<file path="src/common/shb_pkg.sv">
// Shared constants, encodings and helpers for the SCSI phase host bridge.
package shb_pkg;

    // ------------------------------------------------------------------
    // Timing
    // ------------------------------------------------------------------
    localparam int CLK_PERIOD_NS = 8;
    localparam int BUS_RESET_NS  = 25000;
    // The least hold time rounds up to whole cycles.
    localparam int BUS_RESET_CYC = (BUS_RESET_NS + CLK_PERIOD_NS - 1) / CLK_PERIOD_NS;
    localparam int RST_CNT_W     = $clog2(BUS_RESET_CYC + 1);

    // ------------------------------------------------------------------
    // Host addresses inside the selected page
    // ------------------------------------------------------------------
    localparam logic [7:0] ADDR_DATA   = 8'h40;
    localparam logic [7:0] ADDR_STATUS = 8'h41;
    localparam logic [7:0] ADDR_SELECT = 8'h42;
    localparam logic [7:0] ADDR_IRQEN  = 8'h43;
    localparam logic [7:0] ADDR_MASK   = 8'hfc;

    // ------------------------------------------------------------------
    // Transfer phase codes as {MSG, C/D, I/O}, all active low
    // ------------------------------------------------------------------
    localparam logic [2:0] PH_DATA_OUT = 3'h7;
    localparam logic [2:0] PH_DATA_IN  = 3'h6;
    localparam logic [2:0] PH_COMMAND  = 3'h5;
    localparam logic [2:0] PH_STATUS   = 3'h4;
    localparam logic [2:0] PH_MSG_OUT  = 3'h1;
    localparam logic [2:0] PH_MSG_IN   = 3'h0;

    // ------------------------------------------------------------------
    // Status byte layout, a one means the line is asserted
    // ------------------------------------------------------------------
    localparam int STB_MSG = 0;
    localparam int STB_BSY = 1;
    localparam int STB_CD  = 2;
    localparam int STB_IO  = 3;
    localparam int STB_REQ = 4;
    localparam int STB_SEL = 5;
    localparam int STB_RST = 6;
    localparam int STB_IRQ = 7;
    localparam int IRQ_EN_BIT = 0;

    // Bus phase seen from the initiator.
    typedef enum logic [1:0] {
        SHB_BUS_FREE  = 2'b00,
        SHB_SELECTION = 2'b01,
        SHB_INFO_XFER = 2'b10,
        SHB_BUS_RESET = 2'b11
    } shb_state_t;

    // Bus free needs only SEL, BSY and RST to be released.
    function automatic logic shb_bus_free(input logic selOn, input logic bsyOn, input logic rstOn);
        return !selOn && !bsyOn && !rstOn;
    endfunction

endpackage

</file>
<file path="src/logic/shb_host_bridge.sv">
// Initiator bridge between the host 1 MHz expansion bus and a SCSI-style target bus.
//
// Behaviour
// - The bus is in exactly one phase at any time.
// - Reset may cut any phase; bus free follows it and may follow any phase.
// - Phases run bus free, selection, transfer phases, then bus free again.
// - Transfer phases are accepted in any order, repeats included.
// - Bus is free when SEL, BSY and RST are all released.
// - SEL is asserted only after bus free has been seen.
// - SEL drops after BSY; only then may the data lines change.
// - MSG, C/D, I/O select the phase; codes 111,110,101,100,001,000.
// - One byte moves per REQ/ACK handshake.
// - ACK answers REQ with valid data and drops after REQ drops.
// - During transfer phases BSY stays asserted and SEL released.
// - Message-out is unused and need not be serviced.
// - RST clears the bus to bus free at once, over all else except host system reset and bus reset.
// - Bus reset is raised at power-up and on host system reset.
// - Interrupts only pull the shared open-collector line low.
// - Only the four addresses 40 to 43 of the page respond.
// - Host data drive follows read/not-write, only while page selected.
// - Bytes are inverted both ways between host and SCSI data.
// - I/O asserted means target to initiator, released the reverse.
module shb_host_bridge
(
    input  wire logic               clk,                   // 125 MHz system clock.
    input  wire logic               arst_n,                // Asynchronous reset, active low.
    // Host expansion bus.
    input  wire logic               hostBusTimingStrobe,   // Free-running 1 MHz strobe.
    input  wire logic               hostReadNotWrite,      // High for a host read.
    input  wire logic               ioPageSelectN,         // Page select, active low.
    input  wire logic               hostSystemResetN,      // Host system reset, active low.
    input  wire logic [7:0]         hostAddressLow,        // Low address byte.
    input  wire logic [7:0]         hostDataIn,            // Host data bus as seen on the pins.
    output logic      [7:0]         hostDataOut,           // Read data driven to the host.
    output logic                    hostDataOe,            // High while the bridge drives host data.
    input  wire logic               hostInterruptReqNIn,   // Shared interrupt line level.
    output logic                    hostInterruptReqNOut,  // Interrupt drive value, always low.
    output logic                    hostInterruptReqNOe,   // High while pulling the interrupt line.
    // SCSI bus, every line active low and open collector.
    input  wire logic               scsiReqN,              // REQ from the target.
    input  wire logic               scsiBsyN,              // BSY line level.
    input  wire logic               scsiMsgN,              // MSG from the target.
    input  wire logic               scsiCdN,               // C/D from the target.
    input  wire logic               scsiIoN,               // I/O from the target.
    input  wire logic               scsiSelNIn,            // SEL line level.
    output logic                    scsiSelNOut,           // SEL drive value, always low.
    output logic                    scsiSelNOe,            // High while asserting SEL.
    input  wire logic               scsiRstNIn,            // RST line level.
    output logic                    scsiRstNOut,           // RST drive value, always low.
    output logic                    scsiRstNOe,            // High while asserting RST.
    output logic                    scsiAckNOut,           // ACK drive value, always low.
    output logic                    scsiAckNOe,            // High while asserting ACK.
    input  wire logic [7:0]         scsiDataNIn,           // Data line levels.
    output logic      [7:0]         scsiDataNOut,          // Data drive value.
    output logic                    scsiDataNOe,           // High while driving data.
    // Observation.
    output shb_pkg::shb_state_t     busPhase,              // Current bus phase.
    output logic      [2:0]         xferPhase              // Registered {MSG, C/D, I/O} code.
);
    import shb_pkg::*;

    // ------------------------------------------------------------------
    // Input synchronisation
    // ------------------------------------------------------------------
    localparam int SYNC_W = 36;
    // Idle levels: strobe low, page deselected, read, host reset released, SCSI lines released.
    localparam logic [SYNC_W-1:0] SYNC_IDLE = {4'h7, 8'h00, 8'h00, 8'hff, 8'hff};

    logic [SYNC_W-1:0] syncVec;
    logic              strobeS;
    logic              pageSelNS;
    logic              rnwS;
    logic              sysRstNS;
    logic [7:0]        addrS;
    logic [7:0]        hostDataS;
    logic [7:0]        scsiCtlNS;
    logic [7:0]        scsiDataNS;

    // Every pin passes two flops; strobe, page select and the SCSI controls included.
    shb_sync #(
        .WIDTH     (SYNC_W),
        .RESET_VAL (SYNC_IDLE)
    ) u_sync (
        .clk     (clk),
        .arst_n  (arst_n),
        .asyncIn ({hostBusTimingStrobe, ioPageSelectN, hostReadNotWrite, hostSystemResetN,
                   hostAddressLow, hostDataIn,
                   hostInterruptReqNIn, scsiReqN, scsiBsyN, scsiMsgN, scsiCdN, scsiIoN,
                   scsiSelNIn, scsiRstNIn, scsiDataNIn}),
        .syncOut (syncVec)
    );

    assign {strobeS, pageSelNS, rnwS, sysRstNS, addrS, hostDataS, scsiCtlNS, scsiDataNS} = syncVec;

    // Active-high views of the synchronised SCSI lines.
    logic reqOn;
    logic bsyOn;
    logic msgOn;
    logic cdOn;
    logic ioOn;
    logic selInOn;
    logic rstInOn;
    logic sysRstOn;
    logic [2:0] phaseCode;

    assign reqOn     = !scsiCtlNS[6];
    assign bsyOn     = !scsiCtlNS[5];
    assign msgOn     = !scsiCtlNS[4];
    assign cdOn      = !scsiCtlNS[3];
    assign ioOn      = !scsiCtlNS[2];
    assign selInOn   = !scsiCtlNS[1];
    assign rstInOn   = !scsiCtlNS[0];
    assign sysRstOn  = !sysRstNS;
    assign phaseCode = scsiCtlNS[4:2];

    // ------------------------------------------------------------------
    // Host access decode
    // ------------------------------------------------------------------
    logic strobePrev_reg;
    logic reqPrev_reg;

    // Previous samples for edge detection, both taken from the second stage.
    always_ff @(posedge clk or negedge arst_n) begin
        if (!arst_n) begin
            strobePrev_reg <= 1'b0;
            reqPrev_reg    <= 1'b0;
        end else begin
            strobePrev_reg <= strobeS;
            reqPrev_reg    <= reqOn;
        end
    end

    logic pageHit;
    logic strobeFall;
    logic accTake;
    logic wrData;
    logic rdData;
    logic wrSelect;
    logic wrIrqEn;
    logic reqRise;

    // Accesses are taken at the trailing edge of the strobe, when write data is settled.
    assign pageHit    = !pageSelNS && ((addrS & ADDR_MASK) == ADDR_DATA);
    assign strobeFall = strobePrev_reg && !strobeS;
    assign accTake    = strobeFall && pageHit;
    assign wrData     = accTake && !rnwS && (addrS == ADDR_DATA);
    assign rdData     = accTake && rnwS && (addrS == ADDR_DATA);
    assign wrSelect   = accTake && !rnwS && (addrS == ADDR_SELECT);
    assign wrIrqEn    = accTake && !rnwS && (addrS == ADDR_IRQEN);
    assign reqRise    = reqOn && !reqPrev_reg;

    // ------------------------------------------------------------------
    // Bus phase sequencer
    // ------------------------------------------------------------------
    shb_state_t           state_reg;
    shb_state_t           state_next;
    logic [RST_CNT_W-1:0] rstCnt_reg;
    logic [RST_CNT_W-1:0] rstCnt_next;
    logic                 busFree;

    assign busFree = shb_bus_free(selInOn, bsyOn, rstInOn);

    // One state only, so two phases can never be driven together.
    always_comb begin
        state_next  = state_reg;
        rstCnt_next = rstCnt_reg;
        if (sysRstOn) begin
            state_next  = SHB_BUS_RESET;
            rstCnt_next = RST_CNT_W'(BUS_RESET_CYC - 1);
        end else begin
            case (state_reg)
                SHB_BUS_RESET: begin
                    if (rstCnt_reg == '0) begin
                        state_next = SHB_BUS_FREE;
                    end else begin
                        rstCnt_next = rstCnt_reg - 1'b1;
                    end
                end
                SHB_BUS_FREE: begin
                    if (wrSelect && busFree) begin
                        state_next = SHB_SELECTION;
                    end
                end
                SHB_SELECTION: begin
                    if (rstInOn) begin
                        state_next = SHB_BUS_FREE;
                    end else if (bsyOn) begin
                        state_next = SHB_INFO_XFER;
                    end
                end
                SHB_INFO_XFER: begin
                    // Any phase code may follow any other; only BSY loss, RST or host system reset ends the phase run.
                    if (rstInOn || !bsyOn) begin
                        state_next = SHB_BUS_FREE;
                    end
                end
                default: begin
                    state_next = SHB_BUS_FREE;
                end
            endcase
        end
    end

    // Power-up lands in bus reset so the target always starts clean.
    always_ff @(posedge clk or negedge arst_n) begin
        if (!arst_n) begin
            state_reg  <= SHB_BUS_RESET;
            rstCnt_reg <= RST_CNT_W'(BUS_RESET_CYC - 1);
        end else begin
            state_reg  <= state_next;
            rstCnt_reg <= rstCnt_next;
        end
    end

    // ------------------------------------------------------------------
    // Handshake, data and interrupt state
    // ------------------------------------------------------------------
    logic       ack_reg;
    logic       ack_next;
    logic [7:0] wrByte_reg;
    logic [7:0] wrByte_next;
    logic       irqEn_reg;
    logic       irqPend_reg;
    logic       irqPend_next;
    logic       ackAllowed;
    logic       inXfer;

    assign inXfer     = (state_reg == SHB_INFO_XFER) && bsyOn && !selInOn;
    // Message-out is left unserviced, so no ACK is given for it.
    assign ackAllowed = inXfer && reqOn && (phaseCode != PH_MSG_OUT);

    // ACK rises on a data access with REQ up and falls once REQ is gone.
    assign ack_next = (state_reg != SHB_INFO_XFER) ? 1'b0 :
                      ((wrData || rdData) && ackAllowed) ? 1'b1 :
                      (!reqOn ? 1'b0 : ack_reg);

    // The select byte stays on the data lines until SEL has dropped.
    assign wrByte_next = ((wrData || wrSelect) && (state_reg != SHB_SELECTION)) ? hostDataS : wrByte_reg;

    // A new REQ while enabled wins over a clearing access in the same cycle.
    assign irqPend_next = (irqEn_reg && reqRise) ? 1'b1 :
                          ((!irqEn_reg || wrData || rdData) ? 1'b0 : irqPend_reg);

    always_ff @(posedge clk or negedge arst_n) begin
        if (!arst_n) begin
            ack_reg     <= 1'b0;
            wrByte_reg  <= '0;
            irqEn_reg   <= 1'b0;
            irqPend_reg <= 1'b0;
        end else begin
            ack_reg     <= ack_next;
            wrByte_reg  <= wrByte_next;
            irqEn_reg   <= wrIrqEn ? hostDataS[IRQ_EN_BIT] : irqEn_reg;
            irqPend_reg <= irqPend_next;
        end
    end

    // ------------------------------------------------------------------
    // Host read path
    // ------------------------------------------------------------------
    logic [7:0] statusByte;
    logic [7:0] rdByte_next;
    logic [7:0] hostDataOut_reg;

    assign statusByte = {irqPend_reg, rstInOn, selInOn, reqOn, ioOn, cdOn, bsyOn, msgOn};
    // Read data is inverted from the active-low data lines.
    assign rdByte_next = (addrS == ADDR_DATA)   ? ~scsiDataNS :
                         (addrS == ADDR_STATUS) ? statusByte  : 8'h00;

    // Registered every clock, so the host byte follows the addressed source one cycle late.
    always_ff @(posedge clk or negedge arst_n) begin
        if (!arst_n) begin
            hostDataOut_reg <= '0;
        end else begin
            hostDataOut_reg <= rdByte_next;
        end
    end

    // ------------------------------------------------------------------
    // Pin drive
    // ------------------------------------------------------------------
    // The host buffer faces the host only on a read while the page is selected.
    assign hostDataOut = hostDataOut_reg;
    assign hostDataOe  = !pageSelNS && rnwS && pageHit && (addrS != ADDR_SELECT)
                         && (addrS != ADDR_IRQEN);

    // Open collector: only ever pull low, never drive high.
    assign hostInterruptReqNOut = 1'b0;
    assign hostInterruptReqNOe  = irqPend_reg;

    assign scsiSelNOut = 1'b0;
    assign scsiSelNOe  = (state_reg == SHB_SELECTION);
    assign scsiRstNOut = 1'b0;
    assign scsiRstNOe  = (state_reg == SHB_BUS_RESET);
    assign scsiAckNOut = 1'b0;
    assign scsiAckNOe  = ack_reg;

    // Data goes out inverted during selection and while I/O points toward the target.
    assign scsiDataNOut = ~wrByte_reg;
    assign scsiDataNOe  = (state_reg == SHB_SELECTION) || (inXfer && !ioOn);

    assign busPhase  = state_reg;
    assign xferPhase = phaseCode;
endmodule

</file>
<file path="src/logic/shb_sync.sv">
// Two flip-flop synchroniser for a vector of unrelated levels.
module shb_sync #(
    parameter int               WIDTH     = 1,
    parameter logic [WIDTH-1:0] RESET_VAL = '0
) (
    input  wire logic             clk,     // System clock.
    input  wire logic             arst_n,  // Asynchronous reset, active low.
    input  wire logic [WIDTH-1:0] asyncIn, // Levels from outside the clock domain.
    output logic      [WIDTH-1:0] syncOut  // Levels safe to use in the clock domain.
);

    logic [WIDTH-1:0] stage1_reg;
    logic [WIDTH-1:0] stage2_reg;

    // The first stage feeds only the second one, so metastability settles there.
    always_ff @(posedge clk or negedge arst_n) begin
        if (!arst_n) begin
            stage1_reg <= RESET_VAL;
            stage2_reg <= RESET_VAL;
        end else begin
            stage1_reg <= asyncIn;
            stage2_reg <= stage1_reg;
        end
    end

    assign syncOut = stage2_reg;

endmodule
</file>
<file path="config.mk">
export PLATFORM = sky130hd
export DESIGN_NAME = shb_host_bridge
export DESIGN_NICKNAME = d
export VERILOG_FILES = /design/src/common/shb_pkg.sv /design/src/logic/shb_host_bridge.sv /design/src/logic/shb_sync.sv
export SDC_FILE = /design/constraint.sdc
export NUM_CORES = 1
export LEC_CHECK = 0
export BUFFER_PORTS_ARGS = -buffer_cell sky130_fd_sc_hd__buf_2
export CAP_MARGIN = 5
export CORE_MARGIN = 1.5
export CORE_UTILIZATION = 26
export DETAILED_ROUTE_END_ITERATION = 12
export SYNTH_ARGS = -nofsm -noshare
export SYNTH_HDL_FRONTEND = slang
export SYNTH_HIERARCHICAL = 1
export SYNTH_SLANG_ARGS = --single-unit
export TNS_END_PERCENT = 50
</file>
<file path="constraint.sdc">
create_clock -name clk -period 3.95 [get_ports clk]
set_input_delay 0.395 -clock clk [delete_from_list [all_inputs] [get_ports clk]]
set_output_delay 0.395 -clock clk [all_outputs]
set_load 0.02 [all_outputs]
</file>
==> impl_metrics.toml <==
[cts]
ctsHoldBuffers = 0
cts_root_buf = "clkbuf_16"
clk_path_buf_depth = 2
clock-sinks = 105
cts_setup_buffers = 0
clk_pin_slew_worst_paths_ns = 0.07
worstSkewPairLatency_ns = 0.34
cts_buffers = 9
cts_tree = "done"
h-tree-depth = 3
ctsResizeCount = 0

[global_routing]
track_usage_pct = 9.664
grt_overflow_total = 0
grt_first_pass_wirelength_mm = 10.67
grt_pass1_vias = 2182
antenna_found_initial = 0
grt_max_degree = 84

[placement]
place.gp.congestion = 0.7106
hpwl_mm = 4.398
portBuffers = 63
placed_cells = 475

[sta]
fmax_ghz = 0.3441
worst_pin_slew_ns = 1.001
hold_ws_ns = 0.1495
post-route-period-util_pct = 73.57
slew_viol_final = 0
fin_skew_ns = 0.004468
totalNegativeSetupSlack_ns = 0
hold_viol = 0
grt_setup_unrepaired = "no"
period_needed_ns = 2.906
maxSlewHeadroom_pct = 33.27
finalSetupViolCount = 0

[setup_path]
critPathKind = "flop to primary output"
crit_required_ns = 3.56
endpoint_kind = "primary output"
rrSetupSlack_ns = 1.57
reg2reg_depth = 4
start_kind = "flop"
r2r_end = "wrByte_reg[6]$_DFFE_PN0P_"
cp_max_fo = 9
path_cells = "or4_4 -> or3b_4 -> or2_1 -> nor3b_2 -> buf_2"
critPathMaxStageDelay_ns = 0.55
endpoint = "hostDataOe"
cp-startpoint = "u_sync/syncOut[27]$_DFF_PN0_"
slowest_stage = "or4_4"
r2r_start = "u_sync/syncOut[24]$_DFF_PN0_"
crit_arrival_ns = 2.51

[drt]
wire_per_inst_microns = 12.84
drtAntennaViolNets = 0
drt_wl_total_mm = 6.302
via_per_inst = 4.126
drt_iter0_markers = 81
dr.pass1.iters = 4
drc = 0
vias = 2026

[pwr]
leakage_nw = 1.933
p_seq_share_pct = 55.1
power_frac_comb_pct = 4.0
sw_frac_of_total_pct = 22.82
switchingPower_mw = 0.4814
power.density_nw_per_um2 = 478.6
ir_drop_mv = 0.3013
total_power_mw = 2.110
intPower_mw = 1.628
p_clk_share_pct = 40.9

[cells_and_area]
syn2layout_area_growth_pct = 22.20
instances_no_fill = 491
drive_gt1_share_pct = 46.98
antennaDiodeCount = 0
layout_common_cells = "62 x dfrtp_1, 62 x buf_2, 43 x dfstp_2"
fin_nets = 350

[floorplanning]
die_w_microns = 120.8
io_pins = 69
die_area_sq_um = 14590
core_sq_um = 13400
start_util_pct = 26.92
placementRows = 42
die_h_microns = 120.8

[synthesis]
synthesis.area_sq_um = 3607
syn_inst = 240
syn_avg_cell_area_sq_um = 15.03
ys_warn_count = 6

[run_status]
status = "complete, no violations"

[min_path]
min-delay-path-class = "primary input to flop"

[run]
drv_cap = 0
per-layer routing:
layer | GRT usage, % | share of wire [%]
met5 | 0 | 0
met4 | 4.338 | 1.6
met3 | 3.443 | 5.8
met2 | 14.67 | 46
met1 | 12.39 | 46
power by group through the flow:
stage,Sequential [mW],Combinational (mW),Clock (mW)
finish,1.16,0.0840,0.864
global route,1.17,0.0957,0.948
CTS,1.16,0.0865,0.905
detailed placement,1.18,0.0862,0
global placement,1.18,0.0832,0
floorplan,1.17,0.0407,0
final cells by class:
type	instances	area, sq um
timing repair buffer	64	325.3
multi-input combinational	116	830.8
clock buffer	10	239.0
inverter	14	52.55
clock inverter	6	58.81
sequential	105	2681
fill	1329	8992
tap	176	220.2
critical path: cells and delay by family (launching register included):
| family | cells | cell delay [ns] |
|---|---|---|
| AND/OR/NAND/NOR | 4 | 1.61 |
| buffers and inverters | 1 | 0.20 |
| flip-flops | 1 | 0.36 |
worst min-delay path by stage:
stage | start | to | slack, ns | cells past startpoint
6_report | hostSystemResetN | u_sync/stage1_reg[32]$_DFF_PN1_ | 0.15 | 1
5_1_grt | hostSystemResetN | u_sync/stage1_reg[32]$_DFF_PN1_ | 0.12 | 1
4_1_cts | hostSystemResetN | u_sync/stage1_reg[32]$_DFF_PN1_ | 0.13 | 1
3_5_place_dp | u_sync/stage1_reg[18]$_DFF_PN0_ | u_sync/syncOut[18]$_DFF_PN0_ | 0.33 | 0
3_3_place_gp | u_sync/stage1_reg[19]$_DFF_PN0_ | u_sync/syncOut[19]$_DFF_PN0_ | 0.33 | 0
2_1_floorplan | arst_n | hostDataOut[0]$_DFF_PN0_ | 0.1 | 0
per-stage QoR:
| step | instance area, sq um | setup WS (ns) | utilization, % |
|---|---|---|---|
| global route | 4408 | 0.9036 | 32.89 |
| floorplan | 3618 | 1.586 | - |
| finish | 4408 | 1.044 | 32.89 |
| detailed placement | 4110 | 1.372 | 30.67 |
| global placement | 4110 | 1.382 | 30.67 |
| CTS | 4408 | 0.9918 | 32.89 |
(Power assumes the default switching activity.)
